File: src/design/pmx_pkg.sv
// package: register indices, field positions, reset values and carriers of the port mux
package pmx_pkg;

    // register indices; byte address is four times the index
    localparam logic [7:0] IDX_PORT_B_DATA   = 8'hC1;
    localparam logic [7:0] IDX_PORT_C_DATA   = 8'hC2;
    localparam logic [7:0] IDX_PORT_B_DIR    = 8'hC5;
    localparam logic [7:0] IDX_PORT_C_DIR    = 8'hC6;
    localparam logic [7:0] IDX_TIMER_CTRL    = 8'hD4;
    localparam logic [7:0] IDX_RELOAD_MODE   = 8'hD5;
    localparam logic [7:0] IDX_SERIAL_ROUTE  = 8'hDD;
    localparam logic [7:0] IDX_SERIAL_MODE   = 8'hE2;

    // apb address width and the low bits that are the byte offset in a word
    localparam int         APB_ADDR_W        = 12;
    localparam int         WORD_SHIFT        = 2;

    // field positions inside the control registers
    localparam int         BIT_TIMER_OUT_EN  = 7;
    localparam int         BIT_PWM_OUT_EN    = 0;
    localparam int         BIT_SOUT_ROUTE    = 0;
    localparam int         BIT_SCK_DRIVE     = 0;

    // shared pin positions
    localparam int         PIN_TIMER         = 1;
    localparam int         PIN_SIN           = 2;
    localparam int         PIN_SOUT          = 3;
    localparam int         PIN_SCK           = 4;
    localparam int         PIN_RELOAD_IN     = 6;
    localparam int         PIN_RELOAD_OUT    = 7;

    // values after reset
    localparam logic [7:0] RST_REG           = 8'h00;
    localparam logic [7:0] RST_SERIAL_ROUTE  = 8'h00;

    // pad drive of one 8-bit port
    typedef struct packed {
        logic [7:0] out;
        logic [7:0] oe;
    } pmx_pad_s;

    // signals the peripherals send towards the pins
    typedef struct packed {
        logic timer_out;
        logic pwm_out;
        logic sout;
        logic sck_out;
    } pmx_periph_s;

    // signals the pins send towards the peripherals
    typedef struct packed {
        logic timer_in;
        logic reload_in;
        logic sin;
        logic sck_in;
    } pmx_route_s;

endpackage

File: src/design/pmx_port_mux.sv
// port alternate-function mux with apb register file and pin routing
`timescale 1ns/1ps
module pmx_port_mux (
    input  wire logic                          clk_i,
    input  wire logic                          rst_n_i,
    input  wire logic                          psel_i,
    input  wire logic                          penable_i,
    input  wire logic                          pwrite_i,
    input  wire logic [pmx_pkg::APB_ADDR_W-1:0] paddr_i,
    input  wire logic [31:0]                   pwdata_i,
    input  wire logic [3:0]                    pstrb_i,
    output logic      [31:0]                   prdata_o,
    output logic                               pready_o,
    output logic                               pslverr_o,
    input  wire logic [7:0]                    pb_pin_i,
    input  wire logic [7:0]                    pc_pin_i,
    output pmx_pkg::pmx_pad_s                  pb_pad_o,
    output pmx_pkg::pmx_pad_s                  pc_pad_o,
    input  wire pmx_pkg::pmx_periph_s          periph_i,
    output pmx_pkg::pmx_route_s                route_o,
    output logic      [7:0]                    pb_in_cfg_o,
    output logic      [7:0]                    pc_in_cfg_o
);
    import pmx_pkg::*;

    ////////////////////////////////////////////////////////////////////////
    // registers and synchronisers
    logic [7:0] port_b_data;
    logic [7:0] port_c_data;
    logic [7:0] port_b_direction_reg;
    logic [7:0] port_c_direction_reg;
    logic [7:0] timer_status_control_reg;
    logic [7:0] reload_timer_mode_control;
    logic [7:0] serial_output_route_control;
    logic [7:0] serial_mode;
    logic [7:0] pb_meta;
    logic [7:0] pb_sync;
    logic [7:0] pc_meta;
    logic [7:0] pc_sync;

    logic       timer_pin_output_enable;
    logic       reload_pwm_output_enable;
    logic       serial_out_select;
    logic       serial_clock_drive_select;
    logic [7:0] acc_idx;
    logic       acc_hit;
    logic       wr_en;
    logic [7:0] pb_read_now;
    logic [7:0] pc_read_now;

    // decoded control bits
    assign timer_pin_output_enable   = timer_status_control_reg[BIT_TIMER_OUT_EN];
    assign reload_pwm_output_enable  = reload_timer_mode_control[BIT_PWM_OUT_EN];
    assign serial_out_select         = serial_output_route_control[BIT_SOUT_ROUTE];
    assign serial_clock_drive_select = serial_mode[BIT_SCK_DRIVE];

    // word index of a byte address, upper address bits above the index are ignored
    function automatic logic [7:0] word_index(input logic [APB_ADDR_W-1:0] addr);
        word_index = addr[WORD_SHIFT+7:WORD_SHIFT];
    endfunction

    // true when an index names a register of this block
    function automatic logic idx_mapped(input logic [7:0] idx);
        idx_mapped = (idx == IDX_PORT_B_DATA) || (idx == IDX_PORT_C_DATA)
                  || (idx == IDX_PORT_B_DIR)  || (idx == IDX_PORT_C_DIR)
                  || (idx == IDX_TIMER_CTRL)  || (idx == IDX_RELOAD_MODE)
                  || (idx == IDX_SERIAL_ROUTE) || (idx == IDX_SERIAL_MODE);
    endfunction

    // port read: outputs give the latch, inputs give the pin
    function automatic logic [7:0] port_read(input logic [7:0] data,
                                             input logic [7:0] dir,
                                             input logic [7:0] pin);
        port_read = (data & dir) | (pin & ~dir);
    endfunction

    assign acc_idx = word_index(paddr_i);
    assign acc_hit = idx_mapped(acc_idx) && (paddr_i[WORD_SHIFT-1:0] == 2'b00);
    assign wr_en   = psel_i && penable_i && pready_o && pwrite_i && acc_hit && pstrb_i[0];

    // live read value of each port, watched by the read-back checks
    assign pb_read_now = port_read(port_b_data, port_b_direction_reg, pb_sync);
    assign pc_read_now = port_read(port_c_data, port_c_direction_reg, pc_sync);

    ////////////////////////////////////////////////////////////////////////
    // two-flop pin synchronisers
    always_ff @(posedge clk_i) begin
        if (!rst_n_i) begin
            pb_meta <= RST_REG;
            pb_sync <= RST_REG;
            pc_meta <= RST_REG;
            pc_sync <= RST_REG;
        end else begin
            pb_meta <= pb_pin_i;
            pb_sync <= pb_meta;
            pc_meta <= pc_pin_i;
            pc_sync <= pc_meta;
        end
    end

    ////////////////////////////////////////////////////////////////////////
    // apb handshake: one wait state, answer from flops
    always_ff @(posedge clk_i) begin
        if (!rst_n_i) begin
            pready_o  <= 1'b0;
            pslverr_o <= 1'b0;
            prdata_o  <= 32'h0000_0000;
        end else begin
            pready_o  <= psel_i && penable_i && !pready_o;
            pslverr_o <= psel_i && penable_i && !pready_o && !acc_hit;
            if (psel_i && penable_i && !pready_o) begin
                prdata_o <= 32'h0000_0000;
                if (acc_hit && !pwrite_i) begin
                    unique case (acc_idx)
                        IDX_PORT_B_DATA:  prdata_o[7:0] <= port_read(port_b_data,
                                              port_b_direction_reg, pb_sync);
                        IDX_PORT_C_DATA:  prdata_o[7:0] <= port_read(port_c_data,
                                              port_c_direction_reg, pc_sync);
                        IDX_PORT_B_DIR:   prdata_o[7:0] <= port_b_direction_reg;
                        IDX_PORT_C_DIR:   prdata_o[7:0] <= port_c_direction_reg;
                        IDX_TIMER_CTRL:   prdata_o[7:0] <= timer_status_control_reg;
                        IDX_RELOAD_MODE:  prdata_o[7:0] <= reload_timer_mode_control;
                        IDX_SERIAL_ROUTE: prdata_o[7:0] <= serial_output_route_control;
                        IDX_SERIAL_MODE:  prdata_o[7:0] <= serial_mode;
                        default:          prdata_o[7:0] <= RST_REG;
                    endcase
                end
            end
        end
    end

    ////////////////////////////////////////////////////////////////////////
    // port data latches and directions
    always_ff @(posedge clk_i) begin
        if (!rst_n_i) begin
            port_b_data          <= RST_REG;
            port_c_data          <= RST_REG;
            port_b_direction_reg <= RST_REG;
            port_c_direction_reg <= RST_REG;
        end else if (wr_en) begin
            if (acc_idx == IDX_PORT_B_DATA) port_b_data          <= pwdata_i[7:0];
            if (acc_idx == IDX_PORT_C_DATA) port_c_data          <= pwdata_i[7:0];
            if (acc_idx == IDX_PORT_B_DIR)  port_b_direction_reg <= pwdata_i[7:0];
            if (acc_idx == IDX_PORT_C_DIR)  port_c_direction_reg <= pwdata_i[7:0];
        end
    end

    // alternate-function select registers
    always_ff @(posedge clk_i) begin
        if (!rst_n_i) begin
            timer_status_control_reg    <= RST_REG;
            reload_timer_mode_control   <= RST_REG;
            serial_output_route_control <= RST_SERIAL_ROUTE;
            serial_mode                 <= RST_REG;
        end else if (wr_en) begin
            if (acc_idx == IDX_TIMER_CTRL)   timer_status_control_reg    <= pwdata_i[7:0];
            if (acc_idx == IDX_RELOAD_MODE)  reload_timer_mode_control   <= pwdata_i[7:0];
            if (acc_idx == IDX_SERIAL_ROUTE) serial_output_route_control <= pwdata_i[7:0];
            if (acc_idx == IDX_SERIAL_MODE)  serial_mode                 <= pwdata_i[7:0];
        end
    end

    ////////////////////////////////////////////////////////////////////////
    // port b pad drive
    always_ff @(posedge clk_i) begin
        if (!rst_n_i) begin
            pb_pad_o <= '0;
        end else begin
            pb_pad_o.out <= port_b_data;
            pb_pad_o.oe  <= port_b_direction_reg;
            if (reload_pwm_output_enable) begin
                pb_pad_o.out[PIN_RELOAD_OUT] <= periph_i.pwm_out;
                pb_pad_o.oe[PIN_RELOAD_OUT]  <= 1'b1;
            end
        end
    end

    // port c pad drive, each alternate overrides only its own bit
    always_ff @(posedge clk_i) begin
        if (!rst_n_i) begin
            pc_pad_o <= '0;
        end else begin
            pc_pad_o.out <= port_c_data;
            pc_pad_o.oe  <= port_c_direction_reg;
            if (timer_pin_output_enable) begin
                pc_pad_o.out[PIN_TIMER] <= periph_i.timer_out;
                pc_pad_o.oe[PIN_TIMER]  <= 1'b1;
            end
            if (serial_out_select) begin
                pc_pad_o.out[PIN_SOUT] <= periph_i.sout;
                pc_pad_o.oe[PIN_SOUT]  <= 1'b1;
            end
            if (serial_clock_drive_select && port_c_direction_reg[PIN_SCK]) begin
                pc_pad_o.out[PIN_SCK] <= periph_i.sck_out;
            end
        end
    end

    ////////////////////////////////////////////////////////////////////////
    // pin to peripheral routing
    always_ff @(posedge clk_i) begin
        if (!rst_n_i) begin
            route_o <= '0;
        end else begin
            route_o.timer_in  <= !timer_pin_output_enable && pc_sync[PIN_TIMER];
            route_o.reload_in <= pb_sync[PIN_RELOAD_IN];
            route_o.sin       <= !port_c_direction_reg[PIN_SIN] && pc_sync[PIN_SIN];
            route_o.sck_in    <= !port_c_direction_reg[PIN_SCK]
                              && !serial_clock_drive_select && pc_sync[PIN_SCK];
        end
    end

    // input characteristic selects come from the latch of input bits
    always_ff @(posedge clk_i) begin
        if (!rst_n_i) begin
            pb_in_cfg_o <= RST_REG;
            pc_in_cfg_o <= RST_REG;
        end else begin
            pb_in_cfg_o <= port_b_data & ~port_b_direction_reg;
            pc_in_cfg_o <= port_c_data & ~port_c_direction_reg;
        end
    end
endmodule // pmx_port_mux
File: config.mk
export PLATFORM = sky130hd
export DESIGN_NAME = pmx_port_mux
export DESIGN_NICKNAME = d
export VERILOG_FILES = /design/src/design/pmx_pkg.sv /design/src/design/pmx_port_mux.sv
export SDC_FILE = /design/constraint.sdc
export NUM_CORES = 1
export LEC_CHECK = 0
export BUFFER_PORTS_ARGS = -buffer_cell sky130_fd_sc_hd__buf_2
export CORE_MARGIN = 10
export CORE_UTILIZATION = 53
export DETAILED_ROUTE_END_ITERATION = 12
export PLACE_DENSITY = 0.77
export REMOVE_ABC_BUFFERS = 1
export SYNTH_ARGS = -nofsm -noshare
export SYNTH_HDL_FRONTEND = slang
export SYNTH_SLANG_ARGS = --single-unit
File: constraint.sdc
create_clock -name clk_i -period 2.1 [get_ports clk_i]
set_input_delay 0.105 -clock clk_i [delete_from_list [all_inputs] [get_ports clk_i]]
set_output_delay 0.105 -clock clk_i [all_outputs]
set_load 0.03 [all_outputs]
==> flow_metrics.tcl, run 1 <==
set metrics [dict create \
    status "finished, final reports clean" \
    synthToLayoutAreaGrowth_pct 21.6 \
    crit_path_end_kind "flip-flop" \
    worst_skew_late_latency_ps 420 \
    ant_nets 0 \
    top_ports 159 \
    timing.setup.critical_path_class "flip-flop to flip-flop" \
    post_cts.repair.setup_buffers 0 \
    io_buffer_count 105 \
    pin_count_of_the_biggest_net_entering_global_routing 102 \
    slew_violations 0 \
    synthDominantAreaCellType "sky130_fd_sc_hd__dfxtp_1" \
    place.gp.congestion 0.831 \
    pwr-share-comb_pct 5.1 \
    max_fo_critical_path 8 \
    finalHoldViolCount 0 \
    syn-instance-count 591 \
    worst_slew_margin_rel_pct 52.4 \
    yosys_most_used_dff "sky130_fd_sc_hd__dfxtp_1" \
    reg_top3 "pb_pad_o: 16 flops, pc_pad_o: 16 flops" \
    synth_largest_type_area_fraction_pct 51.4 \
    dieArea_um2 16300 \
    die_w_um 128 \
    clock_slew_seen_by_the_registers_of_the_worst_setup_and_hold_paths_ps 60 \
    avgRoutedWirePerCell_um 17.4 \
    wirelength_um 15000 \
    die_h_um 128 \
    vias_in_the_first_global_route 4554 \
    tritoncts_num_sinks 158 \
    postSynth.asyncResetShare_pct 0 \
    yosys_register_bits 158 \
    power_frac_clock_pct 47.1 \
    antenna_found_initial 0 \
    drt_pass1_iterations 5 \
    dr_total_vias 4507 \
    sequential_power_share_pct 47.8 \
    clock.fmax_mhz 517 \
    post_dp_cell_area_um2 6700 \
    critical_path_data_required_time_ps 2410 \
    layout.nets 781 \
    netlist_top_cells_area "sky130_fd_sc_hd__dfxtp_1 (51%), sky130_fd_sc_hd__mux2i_1 (11%), sky130_fd_sc_hd__nor2b_1 (8.0%), sky130_fd_sc_hd__and2_1 (6.3%), sky130_fd_sc_hd__buf_4 (3.2%)" \
    avgSynthCellArea_um2 10.4 \
    clock_tree_from_tritoncts "yes" \
    power_report.internal_total_mw 5.04 \
    power_per_standard_cell_area_nw_per_um2 850 \
    synth.yosys.seq_area_share_pct 51.4 \
    vias_per_cell 5.23 \
    timing.setup.tns_ps 0 \
    final-setup-viol-count 0 \
    switching_share_pct 20.7 \
    clockBufferDepth 2 \
    grt.total_usage_pct 18.3 \
    root_buffer "sky130_fd_sc_hd__clkbuf_16" \
    net-switching-power_mw 1.32 \
    fraction_of_final_layout_cells_with_drive_strength_greater_than_1_pct 23.6 \
    timing.hold.worst.class "primary input to flip-flop" \
    antenna-diode-count 0 \
    finalClockSkew_ps 7.53 \
    design_area_um2 7480 \
    cell_area_after_technology_mapping_um2 6150 \
    yosysWarningCount 0 \
    fp-row-count 39 \
    numCtsBuffers 17 \
    static-leakage-power_nw 3.37 \
    placeableCoreArea_um2 11400 \
    start_util_pct 54.1 \
    edff_count_synth 0 \
    grt_first_pass_wirelength_um 23600 \
    cts_htree_levels 4 \
    ys_types 50 \
    global_route.overflow_total 0 \
    data_arrival_at_the_endpoint_of_the_critical_path_ps 2240 \
    layout_worst_path_cycle_share_pct 92.0 \
    total_of_cells_resized_after_clock_tree_synthesis 0 \
    tightest_slew_ps 713 \
    total_drc_errors_in_the_routed_layout 0 \
    max-vdd-ir-drop_v 0.000672 \
    critPathLaunchType "flip-flop" \
    detailed_place_hpwl_um 10600 \
    drt_iter0_markers 269 \
    rsz0062_at_grt "false" \
    finalWorstPathRequiredPeriod_ps 1930 \
    drv_cap 0 \
]
==> Yosys cell counts (2+ instances only) <==
cell type,number
sky130_fd_sc_hd__mux2_2,7
sky130_fd_sc_hd__buf_2,7
sky130_fd_sc_hd__a21oi_1,8
sky130_fd_sc_hd__o21a_1,7
sky130_fd_sc_hd__nor3_1,2
sky130_fd_sc_hd__a32oi_1,5
sky130_fd_sc_hd__inv_1,5
sky130_fd_sc_hd__nor4_1,2
sky130_fd_sc_hd__nand2_1,19
sky130_fd_sc_hd__buf_4,26
sky130_fd_sc_hd__o21ai_0,20
sky130_fd_sc_hd__nor2b_1,79
sky130_fd_sc_hd__o22ai_1,3
sky130_fd_sc_hd__mux2i_1,68
sky130_fd_sc_hd__dfxtp_1,158
sky130_fd_sc_hd__a31oi_1,3
sky130_fd_sc_hd__and2_1,62
sky130_fd_sc_hd__nor2_1,17
sky130_fd_sc_hd__nand2_2,4
sky130_fd_sc_hd__or3b_2,5
sky130_fd_sc_hd__clkbuf_1,26
sky130_fd_sc_hd__and4b_1,2
sky130_fd_sc_hd__nor4b_1,3
sky130_fd_sc_hd__a22oi_1,7
sky130_fd_sc_hd__a221oi_1,2
sky130_fd_sc_hd__and4bb_2,2
sky130_fd_sc_hd__nand3_1,4
sky130_fd_sc_hd__nor3b_1,9
sky130_fd_sc_hd__nor4b_2,2
sky130_fd_sc_hd__and3_1,6
sky130_fd_sc_hd__a311oi_1,2
==> area by class of cell <==
| type | count | area, µm² |
|---|---|---|
| inverters | 5 | 18.8 |
| clock buffers | 24 | 502 |
| multi-input cells | 392 | 2730 |
| clock inverters | 6 | 82.6 |
| repair buffers | 134 | 806 |
| fillers | 920 | 3890 |
| flip-flops and latches | 158 | 3160 |
| well taps | 143 | 179 |
==> through the flow <==
| stage | power, mW | utilization [%] | std cells | setup WS [ps] | hold WS, ps |
|---|---|---|---|---|---|
| 6_report | 6.36 | 65.8 | 862 | 167 | 33.6 |
| 5_1_grt | 6.57 | 65.8 | 862 | 67.7 | 25.3 |
| 4_1_cts | 6.40 | 65.8 | 862 | 204 | 17.0 |
| 3_5_place_dp | 3.40 | 58.9 | 812 | 185 | 313 |
| 3_3_place_gp | 3.39 | 58.9 | 812 | 271 | 310 |
| 2_1_floorplan | 3.25 | - | 555 | 270 | 223 |
==> final timing paths <==
path | from | endpoint | slack (ps) | cells after the start
hold reg to reg | pb_meta[1]$_SDFF_PN0_ | pb_sync[1]$_SDFF_PN0_ | 430 | 1
hold / removal | penable_i | pready_o$_SDFF_PN0_ | 30 | 3
setup reg to reg | pready_o$_SDFF_PN0_ | port_b_data[3]$_SDFFE_PN0P_ | 170 | 5
setup / recovery | pready_o$_SDFF_PN0_ | port_b_data[3]$_SDFFE_PN0P_ | 170 | 5
==> logic make-up (layout without fill, tap and decap cells) <==
family	Yosys count	in the layout	synth area share, %
DFF	158	158	51.4
adders and majority gates	1	1	0.163
muxes	76	76	12.5
buffers and inverters	64	169	5.63
and+or+nand+nor	228	228	23.6
other	1	24	0.0609
AOI/OAI and AO/OA	63	63	6.65
==> layer usage <==
layer / routed length [µm] / vias up / GRT usage, %
met2: 7590 / 147 / 31.7
met5: 0 / - / 0
met1: 6160 / 2158 / 20.7
met4: 256 / 0 / 6.69
met3: 1010 / 22 / 5.62
li1: - / 2180 / -
==> placed cells by master, fill, tap and decap left out, types with 19 or more instances in the layout <==
cell,instances
sky130_fd_sc_hd__and2_1,62
sky130_fd_sc_hd__conb_1,24
sky130_fd_sc_hd__nor2b_1,79
sky130_fd_sc_hd__mux2i_1,68
sky130_fd_sc_hd__nand2_1,19
sky130_fd_sc_hd__dlygate4sd3_1,20
sky130_fd_sc_hd__dfxtp_1,158
sky130_fd_sc_hd__o21ai_0,20
sky130_fd_sc_hd__buf_2,105
==> critical path: stages (launching register included) <==
cell                        delay [ps]
sky130_fd_sc_hd__dfxtp_1           370
sky130_fd_sc_hd__nand4bb_1         270
sky130_fd_sc_hd__nor3b_4           420
sky130_fd_sc_hd__nand3_2           390
sky130_fd_sc_hd__mux2i_1           290
sky130_fd_sc_hd__nor2b_1            70
==> timing repair <==
item                                    4_1_cts  5_1_grt
hold endpoints to repair                     20        0
hold buffers                                 20        0
endpoints found under the setup margin        0        0
==> power by group through the flow <==
stage | clock network (mW) | registers (mW) | logic [mW]
5_1_grt | 3.18 | 3.04 | 0.350
6_report | 2.99 | 3.04 | 0.325
2_1_floorplan | 0 | 3.11 | 0.137
3_3_place_gp | 0 | 3.10 | 0.286
4_1_cts | 3.04 | 3.04 | 0.320
3_5_place_dp | 0 | 3.10 | 0.291
No activity file was read; power rests on OpenSTA's default activity.
==> run 2, diff against run 1 <==
- ABC_AREA: default -> 0
- CTS_CLUSTER_DIAMETER: default -> 40
- GPL_TIMING_DRIVEN: default -> 0
==> run 2 against run 1 <==
Effect of this change: die area stayed put; sequential share of layout area up 0.38 points; final cell count decreased by 0.81%; clock-buffer cell count is 3 lower; first-iteration DRC count is 7.8% higher; worst hold slack worse by 4.7 ps; setup slack better by 2.9 ps; combinational power shrank 2%; power shrank 1.4%; maximum frequency up 0.15%; routed wire length down 2.2%; clock power fell by 3%; largest cell class unchanged; largest power group unchanged.
==> flow_metrics.tcl, run 2 (synthesized netlist as in run 1, its figures left out) <==
set metrics [dict create \
    layout_worst_path_cycle_share_pct 91.9 \
    place_worst_setup_slack_ps -363 \
    dieArea_um2 16300 \
    crit_path_end_kind "flip-flop" \
    worst_slew_margin_rel_pct 50.5 \
    worst_path_dominant_cell_family "simple AND/OR/NAND/NOR gates" \
    critPathLaunchType "flip-flop" \
    timing.setup.critical_path_class "flip-flop to flip-flop" \
    utilization_pct 65.2 \
    drv_cap 0 \
    placeableCoreArea_um2 11400 \
    pin_count_of_the_biggest_net_entering_global_routing 71 \
    post_dp_cell_area_um2 6640 \
    fp-row-count 39 \
    tritoncts_num_sinks 158 \
    root_buffer "sky130_fd_sc_hd__clkbuf_16" \
    antenna_found_initial 0 \
    drt_pass1_iterations 4 \
    clockBufferDepth 2 \
    clock_slew_seen_by_the_registers_of_the_worst_setup_and_hold_paths_ps 60 \
    worst-path-buf-inv 0 \
    fin_cells 855 \
    max-vdd-ir-drop_v 0.000845 \
    grt_first_pass_wirelength_um 23300 \
    finalHoldViolCount 0 \
    io_buffer_count 105 \
    layout_commonest_cell "sky130_fd_sc_hd__dfxtp_1" \
    finalClockSkew_ps 6.09 \
    layout.nets 773 \
    cts_htree_levels 4 \
    ant_nets 0 \
    tightest_slew_ps 742 \
    vias_per_cell 5.18 \
    rsz0062_at_grt "false" \
    clock_tree_from_tritoncts "yes" \
    antenna-diode-count 0 \
    reg_top3 "pb_pad_o: 16 flops, pc_pad_o: 16 flops" \
    data_arrival_at_the_endpoint_of_the_critical_path_ps 2240 \
    crit_slowest_cell "sky130_fd_sc_hd__and2_1" \
    start_util_pct 54.1 \
    global_route.overflow_total 0 \
    fraction_of_final_layout_cells_with_drive_strength_greater_than_1_pct 23.2 \
    die_h_um 128 \
    total_drc_errors_in_the_routed_layout 0 \
    wirelength_um 14700 \
    whs_ps 28.8 \
    static-leakage-power_nw 3.34 \
    detailed_place_hpwl_um 10200 \
    top_ports 159 \
    vias_in_the_first_global_route 4532 \
    die_w_um 128 \
    final-setup-viol-count 0 \
    numCtsBuffers 17 \
    critical_path_data_required_time_ps 2410 \
    avgRoutedWirePerCell_um 17.2 \
    place.gp.congestion 0.810 \
    cpPeakStageDelay_ps 500 \
    hold_path.startpoint "penable_i" \
    timing.hold.worst.class "primary input to flip-flop" \
    synthToLayoutAreaGrowth_pct 20.5 \
    critical_path.reg2reg.startpoint "pready_o$_SDFF_PN0_" \
    max_fo_critical_path 8 \
    place_inst 804 \
    critPathLaunch "pready_o$_SDFF_PN0_" \
    status "finished, final reports clean" \
    finalWorstPathRequiredPeriod_ps 1930 \
    design_area_um2 7410 \
    slew_violations 0 \
    grt.total_usage_pct 17.9 \
    drt_iter0_markers 290 \
    crit_path_cell_trace "nand4bb_1 -> nor3_2 -> and2_1 -> mux2i_1 -> nor2b_1" \
    power_per_standard_cell_area_nw_per_um2 845 \
    worst_skew_late_latency_ps 420 \
    post-route-worst-setup-slack_ps 170 \
    dr_total_vias 4425 \
    layout_common_cells "sky130_fd_sc_hd__dfxtp_1 (158), sky130_fd_sc_hd__buf_2 (104), sky130_fd_sc_hd__nor2b_1 (79), sky130_fd_sc_hd__mux2i_1 (68), sky130_fd_sc_hd__and2_1 (62)" \
    clock.fmax_mhz 518 \
]
==> run 2: changes by cell type in the layout (fill, tap and decap cells not counted), sizes merged <==
cell | before | now
buf | 114 | 106
clkinvlp | 1 | 4
clkinv | 3 | 5
clkbuf | 24 | 21
bufinv | 2 | 1
==> run 2: through the flow <==
step	setup TNS, ps	power [mW]
2_1_floorplan	0	3.25
3_3_place_gp	-4060	3.38
3_5_place_dp	-2760	3.39
4_1_cts	0	6.30
5_1_grt	0	6.46
6_report	0	6.27
==> run 2: area by class of cell <==
class	count	area [µm²]
Fill cell	921	3960
Clock buffer	21	480
Multi-Input combinational cell	392	2740
Clock inverter	10	88.8
Tap cell	143	179
Timing Repair Buffer	126	748
Inverter	5	18.8
Sequential cell	158	3160
==> run 2: metal layers <==
layer  vias to the layer above  global-route usage [%]  part of all wire [%]
met3                        20                    5.71                   5.9
met5                         -                       0                     0
met1                      2110                    20.8                    43
li1                       2175                       -                     -
met4                         0                    7.22                   1.7
met2                       120                    30.1                    50
==> run 2: worst paths after layout <==
path,endpoint,slack (ps),depth (start not counted)
setup / recovery,serial_output_route_control[7]$_SDFFE_PN0P_,170,5
hold / removal,pready_o$_SDFF_PN0_,30,3
setup reg to reg,serial_output_route_control[7]$_SDFFE_PN0P_,170,5
hold reg to reg,pb_sync[5]$_SDFF_PN0_,430,1
==> run 2: report_power, final <==
group,switching (mW),total (mW),internal [mW]
Sequential,0.00849,3.04,3.03
Combinational,0.199,0.317,0.117
Clock,1.17,2.91,1.74
==> run 2: worst register-to-register path, stage by stage (launching register included) <==
cell	delay (ps)
sky130_fd_sc_hd__dfxtp_1	370
sky130_fd_sc_hd__nand4bb_1	300
sky130_fd_sc_hd__nor3_2	340
sky130_fd_sc_hd__and2_1	500
sky130_fd_sc_hd__mux2i_1	250
sky130_fd_sc_hd__nor2b_1	60
==> run 2: timing repair <==
action,CTS,global route
hold endpoints to repair,20,0
hold buffers,20,0
setup endpoints to repair,0,6
buffers inserted,0,0
gates resized for setup,0,1
